$ cat config.mk
export PLATFORM = sky130hd
export DESIGN_NAME = rcrc_top
export DESIGN_NICKNAME = d
export VERILOG_FILES = /design/src/common/rcrc_pkg.sv /design/src/core/rcrc_top.sv /design/src/core/rcrc_osc_tick.sv /design/src/core/rcrc_ramp_timer.sv
export VERILOG_INCLUDE_DIRS = /design/src /design/src/common
export SDC_FILE = /design/constraint.sdc
export NUM_CORES = 1
export LEC_CHECK = 0
export ABC_AREA = 1
export BUFFER_PORTS_ARGS = -buffer_cell sky130_fd_sc_hd__buf_4
export CAP_MARGIN = 0
export CORE_MARGIN = 2
export CORE_UTILIZATION = 40
export DETAILED_ROUTE_END_ITERATION = 12
export PLACE_DENSITY = 0.55
export SLEW_MARGIN = 20
export SYNTH_ARGS = -nofsm -noshare
export SYNTH_HDL_FRONTEND = slang
export SYNTH_SLANG_ARGS = --single-unit
$ cat constraint.sdc
create_clock -name clk_sys -period 11.84 [get_ports clk_sys]
set_input_delay 1.184 -clock clk_sys [delete_from_list [all_inputs] [get_ports clk_sys]]
set_output_delay 1.184 -clock clk_sys [all_outputs]
set_load 0.02 [all_outputs]
$ cat src/common/rcrc_cfg.svh
// Purpose: Register offsets, reset values and timing counts for the clock reference control
// Assumes: 10 MHz system clock
// Notes:   Offsets of the trim pair are register indices; byte address is four times the index
`ifndef RCRC_CFG_SVH
`define RCRC_CFG_SVH

`define RCRC_IDX_TRIM_A      16'h0911
`define RCRC_IDX_TRIM_B      16'h0912
`define RCRC_IDX_MODE        16'h0a00
`define RCRC_IDX_CMD         16'h0a01
`define RCRC_IDX_TX_POWER    16'h0a02
`define RCRC_IDX_RAMP        16'h0a03
`define RCRC_IDX_TCXO_VOLT   16'h0a04
`define RCRC_IDX_STATUS      16'h0a05

`define RCRC_TRIM_RESET      8'h05
`define RCRC_TRIM_XOSC       8'h12
`define RCRC_TRIM_MAX        8'h2f
`define RCRC_TRIM_W          8

`define RCRC_CAP_MIN_FF      16'd11300
`define RCRC_CAP_STEP_FF     16'd470

`define RCRC_PWR_STEPS       5'd31
`define RCRC_RAMP_MIN_US     12'd10
`define RCRC_RAMP_MAX_US     12'd3400

`define RCRC_VOLT_MIN_MV     12'd1600
`define RCRC_VOLT_MAX_MV     12'd3300

`define RCRC_CLK_MHZ         10
`define RCRC_RAMP_CYC_PER_US 10

`define RCRC_FAST_DIV        4'd1
`define RCRC_SLOW_DIV        8'd156

`define RCRC_CMD_XOSC        8'h01
`define RCRC_CMD_TCXO        8'h02
`define RCRC_CMD_SLEEP_COLD  8'h03
`define RCRC_CMD_STDBY_RC    8'h04

`endif

$ cat src/common/rcrc_pkg.sv
// Purpose: Types for the clock reference control
// Assumes: Constants live in rcrc_cfg.svh
// Notes:   Mode order is not significant
package rcrc_pkg;
  typedef enum logic [1:0] {
    RCRC_MODE_RC,
    RCRC_MODE_XOSC,
    RCRC_MODE_SLEEP
  } rcrc_mode_t;
  typedef logic [7:0] rcrc_trim_t;
endpackage

$ cat src/core/rcrc_top.sv
// Purpose: Clock reference control: RC oscillators, crystal trim pair, external oscillator mode
// Assumes: APB slave, 32-bit data, word per register, byte address = 4 * index
// Notes:   External oscillator mode is left only by reset
// Contract
// - Fast RC oscillator runs whenever the host bus is active.
// - Slow RC oscillator runs during sleep and while the amplifier ramp is busy.
// - Two independent trim registers, one per crystal pin, 0.47 pF per code.
// - Code zero means 11.3 pF; code 0x2F means 33.4 pF.
// - Reset and cold wake from sleep load both trims with 0x05.
// - Entering crystal standby overwrites both trims with 0x12.
// - External oscillator supply command sets pin A trim to 0x2F.
// - External oscillator mode drives line three supply outside sleep, 1.6 to 3.3 V.
// - External oscillator mode holds until a full chip reset.
// - Transmit power settable over 31 steps down from maximum.
// - Amplifier ramp time selectable from 10 to 3400 microseconds.
`timescale 1ns/100ps
`default_nettype none
`include "rcrc_cfg.svh"
module rcrc_top
  import rcrc_pkg::*;
(
  input  wire logic        clk_sys,
  input  wire logic        reset_n,
  input  wire logic        ce,
  input  wire logic        psel,
  input  wire logic        penable,
  input  wire logic        pwrite,
  input  wire logic [17:0] paddr,
  input  wire logic [31:0] pwdata,
  output logic      [31:0] prdata,
  output logic             pready,
  output logic             pslverr,
  input  wire logic        tx_start,
  output logic             fast_rc_osc_on,
  output logic             slow_rc_osc_on,
  output logic             slow_rc_tick,
  output logic [15:0]      crystal_pin_a_cap_ff,
  output logic [15:0]      crystal_pin_b_cap_ff,
  output logic             io_line_three_en,
  output logic [11:0]      io_line_three_mv,
  output logic [4:0]       tx_power_range,
  output logic [11:0]      pa_ramp_time,
  output logic             pa_ramp_busy
);

  // ------------------------------------------------------------
  // Bus decode
  // ------------------------------------------------------------
  logic [15:0] idx;
  logic        wr_en;
  logic        rd_en;
  logic        hit;

  assign idx    = paddr[17:2];
  assign wr_en  = ce && psel && penable && pwrite;
  assign rd_en  = ce && psel && penable && !pwrite;
  assign pready = 1'b1;

  function automatic logic is_mapped(input logic [15:0] i);
    if (i == `RCRC_IDX_TRIM_A) begin
      is_mapped = 1'b1;
    end else if (i == `RCRC_IDX_TRIM_B) begin
      is_mapped = 1'b1;
    end else if (i >= `RCRC_IDX_MODE && i <= `RCRC_IDX_STATUS) begin
      is_mapped = 1'b1;
    end else begin
      is_mapped = 1'b0;
    end
  endfunction

  assign hit     = is_mapped(idx);
  assign pslverr = psel && penable && !hit;

  function automatic logic [15:0] cap_ff(input rcrc_trim_t code);
    cap_ff = 16'(`RCRC_CAP_MIN_FF + code * `RCRC_CAP_STEP_FF);
  endfunction

  function automatic rcrc_trim_t trim_clip(input logic [7:0] v);
    trim_clip = (v > `RCRC_TRIM_MAX) ? `RCRC_TRIM_MAX : v;
  endfunction

  // ------------------------------------------------------------
  // Commands and mode
  // ------------------------------------------------------------
  logic       cmd_wr;
  logic [7:0] cmd_code;
  rcrc_mode_t mode_r;
  rcrc_mode_t mode_nxt;
  logic       xosc_entry;
  logic       cold_wake;
  logic       tcxo_cmd;
  logic       tcxo_mode_r;

  assign cmd_wr     = wr_en && idx == `RCRC_IDX_CMD;
  assign cmd_code   = pwdata[7:0];
  assign tcxo_cmd   = cmd_wr && cmd_code == `RCRC_CMD_TCXO;
  assign xosc_entry = (mode_r != RCRC_MODE_XOSC) && (mode_nxt == RCRC_MODE_XOSC);
  assign cold_wake  = (mode_r == RCRC_MODE_SLEEP) && (mode_nxt != RCRC_MODE_SLEEP);

  always_comb begin
    mode_nxt = mode_r;
    case (mode_r)
      RCRC_MODE_RC: begin
        if (cmd_wr && cmd_code == `RCRC_CMD_XOSC) begin
          mode_nxt = RCRC_MODE_XOSC;
        end else if (cmd_wr && cmd_code == `RCRC_CMD_SLEEP_COLD) begin
          mode_nxt = RCRC_MODE_SLEEP;
        end
      end
      RCRC_MODE_XOSC: begin
        if (cmd_wr && cmd_code == `RCRC_CMD_STDBY_RC) begin
          mode_nxt = RCRC_MODE_RC;
        end else if (cmd_wr && cmd_code == `RCRC_CMD_SLEEP_COLD) begin
          mode_nxt = RCRC_MODE_SLEEP;
        end
      end
      RCRC_MODE_SLEEP: begin
        // Any bus access wakes the device; the fast RC restarts with it
        if (psel) begin
          mode_nxt = RCRC_MODE_RC;
        end
      end
      default: begin
        mode_nxt = RCRC_MODE_RC;
      end
    endcase
  end

  always_ff @(posedge clk_sys or negedge reset_n) begin
    if (!reset_n) begin
      mode_r <= RCRC_MODE_RC;
    end else if (ce) begin
      mode_r <= mode_nxt;
    end
  end

  // Sticky: only reset clears it, no command leaves this mode
  always_ff @(posedge clk_sys or negedge reset_n) begin
    if (!reset_n) begin
      tcxo_mode_r <= 1'b0;
    end else if (ce && tcxo_cmd) begin
      tcxo_mode_r <= 1'b1;
    end
  end

  // ------------------------------------------------------------
  // Trim capacitor pair
  // ------------------------------------------------------------
  rcrc_trim_t trim_a_r;
  rcrc_trim_t trim_b_r;

  // Hardware loads win over a host write in the same cycle
  always_ff @(posedge clk_sys or negedge reset_n) begin
    if (!reset_n) begin
      trim_a_r <= `RCRC_TRIM_RESET;
    end else if (ce) begin
      if (tcxo_cmd) begin
        trim_a_r <= `RCRC_TRIM_MAX;
      end else if (xosc_entry) begin
        trim_a_r <= `RCRC_TRIM_XOSC;
      end else if (cold_wake) begin
        trim_a_r <= `RCRC_TRIM_RESET;
      end else if (wr_en && idx == `RCRC_IDX_TRIM_A) begin
        trim_a_r <= trim_clip(pwdata[7:0]);
      end
    end
  end

  always_ff @(posedge clk_sys or negedge reset_n) begin
    if (!reset_n) begin
      trim_b_r <= `RCRC_TRIM_RESET;
    end else if (ce) begin
      if (xosc_entry) begin
        trim_b_r <= `RCRC_TRIM_XOSC;
      end else if (cold_wake) begin
        trim_b_r <= `RCRC_TRIM_RESET;
      end else if (wr_en && idx == `RCRC_IDX_TRIM_B) begin
        trim_b_r <= trim_clip(pwdata[7:0]);
      end
    end
  end

  always_ff @(posedge clk_sys or negedge reset_n) begin
    if (!reset_n) begin
      crystal_pin_a_cap_ff <= `RCRC_CAP_MIN_FF;
      crystal_pin_b_cap_ff <= `RCRC_CAP_MIN_FF;
    end else if (ce) begin
      crystal_pin_a_cap_ff <= cap_ff(trim_a_r);
      crystal_pin_b_cap_ff <= cap_ff(trim_b_r);
    end
  end

  // ------------------------------------------------------------
  // Transmit power, ramp and line three supply
  // ------------------------------------------------------------
  logic [11:0] volt_r;

  always_ff @(posedge clk_sys or negedge reset_n) begin
    if (!reset_n) begin
      tx_power_range <= '0;
    end else if (ce && wr_en && idx == `RCRC_IDX_TX_POWER) begin
      // Step 0 is full power, step 31 is 31 dB below it
      tx_power_range <= (pwdata > 32'(`RCRC_PWR_STEPS)) ?
                        `RCRC_PWR_STEPS : pwdata[4:0];
    end
  end

  always_ff @(posedge clk_sys or negedge reset_n) begin
    if (!reset_n) begin
      pa_ramp_time <= `RCRC_RAMP_MIN_US;
    end else if (ce && wr_en && idx == `RCRC_IDX_RAMP) begin
      if (pwdata[11:0] < `RCRC_RAMP_MIN_US || pwdata[31:12] != '0) begin
        pa_ramp_time <= (pwdata[31:12] != '0) ? `RCRC_RAMP_MAX_US : `RCRC_RAMP_MIN_US;
      end else if (pwdata[11:0] > `RCRC_RAMP_MAX_US) begin
        pa_ramp_time <= `RCRC_RAMP_MAX_US;
      end else begin
        pa_ramp_time <= pwdata[11:0];
      end
    end
  end

  always_ff @(posedge clk_sys or negedge reset_n) begin
    if (!reset_n) begin
      volt_r <= `RCRC_VOLT_MIN_MV;
    end else if (ce && tcxo_cmd) begin
      // Voltage travels with the command, in pwdata[27:16], in millivolts
      if (pwdata[27:16] < `RCRC_VOLT_MIN_MV) begin
        volt_r <= `RCRC_VOLT_MIN_MV;
      end else if (pwdata[27:16] > `RCRC_VOLT_MAX_MV) begin
        volt_r <= `RCRC_VOLT_MAX_MV;
      end else begin
        volt_r <= pwdata[27:16];
      end
    end
  end

  always_ff @(posedge clk_sys or negedge reset_n) begin
    if (!reset_n) begin
      io_line_three_en <= 1'b0;
      io_line_three_mv <= '0;
    end else if (ce) begin
      io_line_three_en <= tcxo_mode_r && (mode_r != RCRC_MODE_SLEEP);
      io_line_three_mv <= tcxo_mode_r ? volt_r : 12'h000;
    end
  end

  rcrc_ramp_timer #(
    .CNT_W (16)
  ) u_ramp (
    .clk_sys (clk_sys),
    .reset_n (reset_n),
    .ce      (ce),
    .start   (tx_start),
    .ramp_us (pa_ramp_time),
    .busy    (pa_ramp_busy)
  );

  // ------------------------------------------------------------
  // RC oscillators
  // ------------------------------------------------------------
  // Fast RC never depends on the crystal, so the bus works straight after reset
  always_ff @(posedge clk_sys or negedge reset_n) begin
    if (!reset_n) begin
      fast_rc_osc_on <= 1'b1;
      slow_rc_osc_on <= 1'b0;
    end else if (ce) begin
      fast_rc_osc_on <= (mode_nxt != RCRC_MODE_SLEEP) || psel;
      slow_rc_osc_on <= (mode_nxt == RCRC_MODE_SLEEP) || pa_ramp_busy;
    end
  end

  rcrc_osc_tick #(
    .DIV_W (8)
  ) u_slow (
    .clk_sys (clk_sys),
    .reset_n (reset_n),
    .ce      (ce),
    .run     (slow_rc_osc_on),
    .div     (`RCRC_SLOW_DIV),
    .tick    (slow_rc_tick)
  );

  // ------------------------------------------------------------
  // Read data
  // ------------------------------------------------------------
  always_ff @(posedge clk_sys or negedge reset_n) begin
    if (!reset_n) begin
      prdata <= '0;
    end else if (ce && psel && !penable && !pwrite) begin
      if (idx == `RCRC_IDX_TRIM_A) begin
        prdata <= {24'h000000, trim_a_r};
      end else if (idx == `RCRC_IDX_TRIM_B) begin
        prdata <= {24'h000000, trim_b_r};
      end else if (idx == `RCRC_IDX_MODE) begin
        prdata <= {30'h00000000, mode_r};
      end else if (idx == `RCRC_IDX_TX_POWER) begin
        prdata <= {27'h0000000, tx_power_range};
      end else if (idx == `RCRC_IDX_RAMP) begin
        prdata <= {20'h00000, pa_ramp_time};
      end else if (idx == `RCRC_IDX_TCXO_VOLT) begin
        prdata <= {20'h00000, volt_r};
      end else if (idx == `RCRC_IDX_STATUS) begin
        prdata <= {28'h0000000, pa_ramp_busy, slow_rc_osc_on, fast_rc_osc_on, tcxo_mode_r};
      end else begin
        prdata <= '0;
      end
    end
  end

endmodule
`default_nettype wire

$ cat src/core/rcrc_osc_tick.sv
// Purpose: Tick generator standing in for an RC oscillator timebase
// Assumes: Enable gates counting
// Notes:   Divider width fixed by parameter
`timescale 1ns/100ps
`default_nettype none
module rcrc_osc_tick
  import rcrc_pkg::*;
#(
  parameter int DIV_W = 8
) (
  input  wire logic             clk_sys,
  input  wire logic             reset_n,
  input  wire logic             ce,
  input  wire logic             run,
  input  wire logic [DIV_W-1:0] div,
  output logic                  tick
);
  logic [DIV_W-1:0] cnt_r;

  always_ff @(posedge clk_sys or negedge reset_n) begin
    if (!reset_n) begin
      cnt_r <= '0;
      tick  <= 1'b0;
    end else if (ce) begin
      if (!run) begin
        cnt_r <= '0;
        tick  <= 1'b0;
      end else if (cnt_r >= div) begin
        cnt_r <= '0;
        tick  <= 1'b1;
      end else begin
        cnt_r <= cnt_r + 1'b1;
        tick  <= 1'b0;
      end
    end
  end
endmodule
`default_nettype wire

$ cat src/core/rcrc_ramp_timer.sv
// Purpose: Power amplifier ramp timer
// Assumes: Ramp time given in microseconds, already clamped
// Notes:   Counts system cycles; busy while ramping
`timescale 1ns/100ps
`default_nettype none
`include "rcrc_cfg.svh"
module rcrc_ramp_timer
  import rcrc_pkg::*;
#(
  parameter int CNT_W = 16
) (
  input  wire logic        clk_sys,
  input  wire logic        reset_n,
  input  wire logic        ce,
  input  wire logic        start,
  input  wire logic [11:0] ramp_us,
  output logic             busy
);
  logic [CNT_W-1:0] cnt_r;

  always_ff @(posedge clk_sys or negedge reset_n) begin
    if (!reset_n) begin
      cnt_r <= '0;
      busy  <= 1'b0;
    end else if (ce) begin
      if (start) begin
        cnt_r <= CNT_W'(ramp_us * `RCRC_RAMP_CYC_PER_US);
        busy  <= 1'b1;
      end else if (cnt_r > 1) begin
        cnt_r <= cnt_r - 1'b1;
      end else begin
        cnt_r <= '0;
        busy  <= 1'b0;
      end
    end
  end
endmodule
`default_nettype wire

# == Word level (Yosys, flattened, before mapping) ==
# Cells that the tools add are included.
# op_classes
multipliers,3
addsub,4
order_cmp,10
n_reduce_logical,35
n_eq_ne,20
mux,38
# op_table
operator,n
12-bit 2-to-1 mux,12
"16-bit by 12-bit equality test with 1-bit output, second input constant",8
8-bit 2-to-1 mux,10
"14-bit by 16-bit adder with 16-bit output, first input constant",2
"32-bit by 5-bit greater-than comparator with 1-bit output, second input constant",1
16-bit 2-to-1 mux,2
"8-bit by 8-bit multiplier with 15-bit output, second input constant",2
"12-bit greater-than comparator, second input constant",2
1-bit logical AND,22
20-bit nonzero test,1
"8-bit by 2-bit equality test with 1-bit output, second input constant",2
"16-bit by 12-bit >= comparator with 1-bit output, second input constant",1
"16-bit by 1-bit greater-than comparator with 1-bit output, second input constant",1
"16-bit by 12-bit <= comparator with 1-bit output, second input constant",1
"16-bit by 1-bit subtractor with 16-bit output, second input constant",1
"12-bit by 3-bit multiplier with 15-bit output, second input constant",1
"12-bit by 11-bit < comparator with 1-bit output, second input constant",1
"12-bit by 4-bit < comparator with 1-bit output, second input constant",1
"8-bit by 1-bit adder with 8-bit output, second input constant",1
"8-bit by 1-bit equality test with 1-bit output, second input constant",1
"8-bit by 3-bit equality test with 1-bit output, second input constant",1
"8-bit >= comparator, second input constant",1
"8-bit by 6-bit greater-than comparator with 1-bit output, second input constant",1
2-bit 2-to-1 mux,4
other kinds (14),30
# totals
wordCells,128
in_bits,57
register_bits,153
output_inout_bits,100

# == Depth between registers and ports, before layout ==
# Gate-level depths: netlist of the first run.
# depth
ltp_word,13
depth_mapped,22
mapped_depth_nobuf,22

# == Cells and area by module ==
# Synthesis of the first run repeated with hierarchy kept, for this count alone.
# unflattened
cells_unflattened,1516
area_unflattened_um2,11198.2
# by_module_without_submodules
mod,cells_per_inst,n_inst,area_per_inst_um2,seq_area_each_um2
rcrc_top,1113,1,8567.0,2652.5
rcrc_ramp_timer,286,1,1879.3,425.4
rcrc_osc_tick,117,1,752.0,225.2

# == Worst setup path before layout of the first run ==
# OpenSTA, ideal clock, no wires.
# synth_path
path_kind,register to register
startpoint,register trim_b_r[2]
endpoint,register crystal_pin_b_cap_ff[15]
setup_time_ps,118
t_arrival_ps,4097
required_ps,11722
period_less_slack_ps,4215
slack_ps,7625
stages_incl_launch_ff,22
path_buffers,0
cell_sequence,dfstp_2 -> inv_1 -> fa_1 -> inv_1 -> fa_1 -> fa_1 -> inv_1 -> fa_1 -> inv_1 -> ha_1 -> a21oi_1 -> nor2_1 -> nor2_1 -> nand2_1 -> a21oi_1 -> inv_1 -> nand2_1 -> nand2_1 -> inv_1 -> nand3_1 -> nand3_1 -> nand2_1
# synth_via
elab_chain_len,2
# synth_lines
item,line,rtl
"start, declared",rcrc_top.sv:150,rcrc_trim_t trim_b_r;
"start signal, assigned",rcrc_top.sv:171,trim_b_r <= `RCRC_TRIM_RESET;
"start signal, assigned",rcrc_top.sv:174,trim_b_r <= `RCRC_TRIM_XOSC;
"start signal, assigned",rcrc_top.sv:176,trim_b_r <= `RCRC_TRIM_RESET;
8-bit by 8-bit multiplier with 15-bit output (no line),-,
14-bit by 16-bit adder with 16-bit output (no line),-,
"end signal, assigned",rcrc_top.sv:186,crystal_pin_b_cap_ff <= `RCRC_CAP_MIN_FF;
"end signal, assigned",rcrc_top.sv:189,crystal_pin_b_cap_ff <= cap_ff(trim_b_r);
"end, declared",rcrc_top.sv:38,"output logic [15:0] crystal_pin_b_cap_ff,"
# No other way between the ends.
# A chain may end at the register's enable or synchronous reset.

# == Worst setup path in the final report of the first run ==
# Same ends and word-level chain as after synthesis.

==> reports/results.ini, run 1 <==
[run_status]
status = completed

[power]
total_power_w = 0.004150
vdd_ir_drop_max_v = 0.0002651
power.leakage_nw = 6.717
p_per_area_mw_per_mm2 = 331.2

[layout]
antenna_cells_inserted = 0
final_layout_size_suffix_gt1_share_pct = 15.14
final.fill_count = 2608
synthToLayoutAreaGrowth_pct = 17.03
final_net_count = 1730
multi_input_area_mm2 = 0.006314
register_area_mm2 = 0.003303

[logic_synthesis]
mappedNetlistArea_mm2 = 0.01071
ys_seq_area_share_pct = 30.85
synth_cell_types = 51
synth_top_cells_by_area = dfrtp_1 (26%), ha_1 (13%), nand2_1 (11%)
ys_async_sr_fraction_pct = 100.0
syn_area_per_cell_um2 = 7.664
yosys.area.top_type_share_pct = 25.94
syn-instance-count = 1397
yosysWarningCount = 0
synth-seq-cells = 131
yosysTopAreaCell = dfrtp_1
ys.flop_type = dfrtp_1
synth-edff-count = 0

[setup_path]
critical_path.max_fanout = 6
critical_path_arrival_ns = 4.90
critical_path_class = reg -> reg
worstPathRequired_ns = 12.16
cp-start-kind = register
end_kind = register

[clock_tree]
tritoncts_clock_tree = done
ctsHtreeMaxLevel = 4
cts-buffers-inserted = 17
clock-root-buffer = clkbuf_16
clock_insertion_delay_worst_skew_ns = 0.44
clkSlewWorstSetupHoldPaths_ns = 0.06
cts.sink_count = 131
cts-root-to-sink-buffers = 2
postCtsResizedCells = 0
cts_setup_buffers = 0
cts.hold.buffers_added = 0

[grt]
first_global_vias = 8956
grt.overflow.total = 0
grt_util_met3_pct = 3.545
grtUsageMet2_pct = 31.35
grt_most_used_layer = met2
grt_max_degree = 75
grt_use_met1_pct = 28.06
first_pass_grt_wire_length_um = 45020
grt_antenna_before_repair = 0
track_usage_pct = 19.87

[placement]
hpwlAfterDp_um = 20980
port-buffer-count = 131
gp_congestion = 0.9482

[sta]
timing_worst_slew_pin_value_ns = 0.9562
timing.clock.skew_ns = 0.01428
rsz0062_at_grt = no
setup_tns_ns = 0
final.period_utilization_pct = 38.76
final-hold-violation-count = 0
maxSlewHeadroom_pct = 36.25
timing.final.setup_violations = 0
max_clock_freq_mhz = 217.9
finalWorstPathRequiredPeriod_ns = 4.589
maxSlewViolCount = 0

[detailed_routing]
detailroute.via_count = 9387
route.final.wire_length_um = 27340
dr.first_iter.drc_count = 506
drcViolationCount = 0
drt_pre_antenna_iters = 5
wl_per_cell_um = 14.59
post_drt_via_cell_ratio = 5.009
route.antenna.remaining_nets = 0

[floorplanning]
placementRows = 59
io_pins = 157
fp.coreArea_mm2 = 0.02621
die_w_um = 167.6
chipHeight_um = 167.6
effective_utilization_at_floorplan_pct = 40.85
die_area_mm2 = 0.02809

[worst_hold_path]
worst_hold_path_type = reg -> reg

[run]
drv_cap = 0

[cells by family after synthesis]
logic type	after synthesis	synth area share, %
fa+ha+maj	147	19.91
simple gates	590	24.44
other cells	2	0.07014
compound gates	213	11.28
flops	131	30.85
buf+inv	283	10.91
xor+xnor	31	2.536
[cell usage after synthesis (8+ instances only)]
cell type  number
ha_1          108
xnor2_1        17
nor2_1        100
buf_4          23
nand3_1        87
a31oi_1        10
nor3_1         21
a21oi_1        64
inv_1         229
fa_1           39
dfstp_2        20
nand2_1       312
o22ai_1        19
o21ai_0        79
inv_2           8
xor2_1         14
dfrtp_1       111
clkbuf_1       15
nand4_1        28
[layout make-up]
| class | instances | share of cell area [%] |
|---|---|---|
| clock buffer | 17 | 3.395 |
| clock inverter | 15 | 1.308 |
| inverter | 238 | 7.140 |
| multi-input combinational | 1004 | 50.39 |
| sequential | 131 | 26.36 |
| tap | 335 | 3.345 |
| timing repair buffer | 134 | 8.059 |
[cells in the final DEF, fill, tap and decap left out, types with 10 or more instances in the layout]
cell       instances
nor2_1           100
dfstp_2           20
nand3_1           87
dfrtp_1          111
buf_4            133
o22ai_1           19
nand2_1          312
xnor2_1           17
a31oi_1           10
clkbuf_16         17
a21oi_1           64
inv_1            228
conb_1            23
fa_1              39
o21ai_0           79
xor2_1            14
nor3_1            21
ha_1             108
nand4_1           28
[state kept, by name, summed over array words and instances (netlist names)]
register / flops
slow_rc_osc_on: 1
volt_r: 12
trim_b_r: 8
u_ramp.cnt_r: 16
u_ramp.busy: 1
pa_ramp_time: 12
io_line_three_en: 1
prdata: 12
io_line_three_mv: 12
crystal_pin_b_cap_ff: 15
trim_a_r: 8
fast_rc_osc_on: 1
tcxo_mode_r: 1
u_slow.cnt_r: 8
mode_r: 2
u_slow.tick: 1
crystal_pin_a_cap_ff: 15
tx_power_range: 5
[final timing paths]
path | start | endpoint | slack, ns | depth (start not counted)
max | trim_b_r[2] | crystal_pin_b_cap_ff[15] | 7.25 | 19
min | crystal_pin_b_cap_ff[3] | crystal_pin_b_cap_ff[3] | 0.47 | 2
max reg2reg | trim_b_r[2] | crystal_pin_b_cap_ff[15] | 7.25 | 19
min reg2reg | crystal_pin_b_cap_ff[3] | crystal_pin_b_cap_ff[3] | 0.47 | 2
max in group asynchronous | reset_n | volt_r[8] | 9.73 | 2
min in group asynchronous | reset_n | crystal_pin_a_cap_ff[7] | 0.74 | 1
[metrics by stage]
stage	instances	hold slack, ns	utilization [%]	setup slack (ns)	area [um2]
after detailed placement	1842	0.4598	45.56	7.218	11940
final	1874	0.4739	47.81	7.251	12530
after floorplan	1418	0.4454	-	7.625	10790
after global placement	1842	0.4571	45.56	7.274	11940
after CTS	1874	0.4768	47.81	7.203	12530
after global routing	1874	0.4923	47.81	6.910	12530
[routing by layer]
layer	vias up	share of wire [%]
met1	4382	49
met3	27	4.7
met2	214	45
li1	4764	-
met4	0	1.6
met5	-	0
[critical path: stages, from the launching register on]
cell and delay [ns]:
dfstp_2 0.61, inv_1 0.15, fa_1 0.52, inv_1 0.05, fa_1 0.47, fa_1 0.52
inv_1 0.06, fa_1 0.52, inv_1 0.04, ha_1 0.34, a21oi_1 0.27, nor2_1 0.08
nor2_1 0.09, nand2_1 0.08, xor2_1 0.26, nand2_1 0.09, nand2_1 0.10, nand3_1 0.07
nand3_1 0.09, nand2_1 0.06
[where the power goes]
part / internal, W / total (W) / switching, W
combinational: 0.00114 / 0.00295 / 0.00181
sequential: 0.000566 / 0.000652 / 0.0000866
clock: 0.000299 / 0.000543 / 0.000244
No activity file was read; power rests on OpenSTA's default activity.
==> run 2: changes to the inputs <==
==> constraint.sdc (replaced) <==
create_clock -name clk_sys -period 4.3 [get_ports clk_sys]
set_input_delay 0.43 -clock clk_sys [delete_from_list [all_inputs] [get_ports clk_sys]]
set_output_delay 0.43 -clock clk_sys [all_outputs]
set_load 0.02 [all_outputs]
==> reports/results.ini, run 2 (synthesized netlist as in run 1, its figures left out) <==
[layout]
synthToLayoutAreaGrowth_pct = 22.31
final_layout_size_suffix_gt1_share_pct = 21.15  ; +6.0 points
antenna_cells_inserted = 0  ; unchanged
largest_registers = u_ramp.cnt_r: 16 flops, crystal_pin_a_cap_ff: 15 flops, crystal_pin_b_cap_ff: 15 flops
layout_commonest_cell = nand2_1
final_net_count = 1770  ; +2.3%
multi_input_area_mm2 = 0.006579  ; +4.2%
mostFrequentLayoutCells = nand2_1 (283), inv_1 (220), buf_4 (172), dfrtp_1 (111), ha_1 (103)
flip_flop_count_of_the_largest_register_all_copies_and_words_added = 16  ; unchanged
final.fill_count = 2547  ; -2.3%
register_with_the_highest_flop_count = u_ramp.cnt_r
utilization_pct = 49.97  ; +2.2 points
register_area_mm2 = 0.003303  ; unchanged

[placement]
port-buffer-count = 131  ; unchanged
hpwlAfterDp_um = 21560  ; +2.8%
gp_congestion = 0.9216  ; -2.8%

[floorplanning]
io_pins = 157  ; unchanged
fp.coreArea_mm2 = 0.02621  ; unchanged
placementRows = 59  ; unchanged
die_area_mm2 = 0.02809  ; unchanged
die_w_um = 167.6  ; unchanged
effective_utilization_at_floorplan_pct = 40.85  ; unchanged
chipHeight_um = 167.6  ; unchanged

[setup_path]
critical_path_class = reg -> reg
worstPathRequired_ns = 4.63  ; -7.53 ns
end_kind = register
critical_path_arrival_ns = 4.47  ; -0.43 ns
cp-start-kind = register
critical_path.max_fanout = 5  ; -1
ff_to_ff_setup_slack_ns = 0.16  ; -7.09 ns

[grt]
track_usage_pct = 19.88  ; about the same
grt_max_degree = 84  ; +12%
grt.overflow.total = 0  ; unchanged
grt_antenna_before_repair = 0  ; unchanged
first_global_vias = 9128  ; +1.9%
first_pass_grt_wire_length_um = 44890  ; -0.28%

[clock_tree]
clock_insertion_delay_worst_skew_ns = 0.44  ; about the same
clkSlewWorstSetupHoldPaths_ns = 0.07  ; about the same
cts.sink_count = 131  ; unchanged
cts-buffers-inserted = 17  ; unchanged
cts-root-to-sink-buffers = 2  ; unchanged
ctsHtreeMaxLevel = 4  ; unchanged
tritoncts_clock_tree = done
clock-root-buffer = clkbuf_16

[detailed_routing]
detailroute.via_count = 9475  ; +0.94%
route.final.wire_length_um = 27870  ; +2.0%
post_drt_via_cell_ratio = 4.950  ; -1.2%
wl_per_cell_um = 14.56  ; -0.16%
drt_pre_antenna_iters = 5  ; unchanged
route.antenna.remaining_nets = 0  ; unchanged
drcViolationCount = 0  ; unchanged
dr.first_iter.drc_count = 477  ; -5.7%

[sta]
maxSlewHeadroom_pct = 36.11  ; -0.14 points
final-hold-violation-count = 0  ; unchanged
timing.clock.skew_ns = 0.01398  ; -0.0002969 ns
max_clock_freq_mhz = 241.5  ; +11%
finalWorstPathRequiredPeriod_ns = 4.141  ; -0.4482 ns
final.period_utilization_pct = 96.30  ; +58 points
fin_hold_ws_ns = 0.04390  ; -0.4300 ns
timing.final.setup_violations = 0  ; unchanged
maxSlewViolCount = 0  ; unchanged
timing_worst_slew_pin_value_ns = 0.9531  ; -0.003096 ns

[run_status]
status = completed

[worst_hold_path]
worst_hold_path_type = in -> async

[run]
drv_cap = 0  ; unchanged

## run 2: worst max-delay path, cell delays in order, from the launching register on
cell and delay, ns:
dfstp_2 0.38, buf_4 0.13, fa_1 0.58, xor2_1 0.18
ha_2 0.30, fa_1 0.50, inv_1 0.05, fa_1 0.50
inv_2 0.05, ha_4 0.30, a21oi_4 0.06, buf_4 0.13
buf_4 0.12, nand4_1 0.09, nand2_2 0.09, nand2_1 0.11
nand3_2 0.07, or2_2 0.27, nand3_1 0.07, nand2_1 0.06
## run 2: area by class of cell
type	count	area share, %
multi-input cells	1004	50.24
flip-flops and latches	131	25.22
repair buffers	174	10.03
inverters	238	6.832
clock buffers	17	3.249
well taps	335	3.201
clock inverters	15	1.223
## run 2: through the flow
step                TNS [ns]  instance area, um2  setup WS, ns  instances
CTS                        0               12830      0.001594       1907
global route        -0.05014               13100      -0.02598       1914
global placement    -0.04759               12190      -0.02661       1875
finish                     0               13100        0.1590       1914
detailed placement   -0.2224               12190      -0.06481       1875
floorplan                  0               10790       0.08525       1418
## run 2: what timing repair did
item	CTS	global route
hold buffers	0	0
setup buffers	0	7
endpoints found under the setup margin	8	10
pin swaps	1	44
gates resized for setup	10	58
## run 2: final timing paths
check	from	endpoint	depth (start not counted)
max	trim_a_r[2]	crystal_pin_a_cap_ff[12]	19
min	reset_n	crystal_pin_b_cap_ff[9]	1
max reg2reg	trim_a_r[2]	crystal_pin_a_cap_ff[12]	19
min reg2reg	crystal_pin_a_cap_ff[1]	crystal_pin_a_cap_ff[1]	2
max in group asynchronous	reset_n	trim_b_r[0]	2
min in group clk_sys	pwdata[25]	volt_r[9]	3
## run 2: layer usage
layer	track usage (%)	wire [um]	vias up
li1	-	-	4833
met1	27.96	13590	4413
met2	32.40	12880	208
met3	3.025	1080	21
met4	4.575	317	0
met5	0	0	-
Power of run 2 is left out: the tool's default activity adds up to more than one toggle a clock period on the data nets, which glitch-free logic cannot reach.
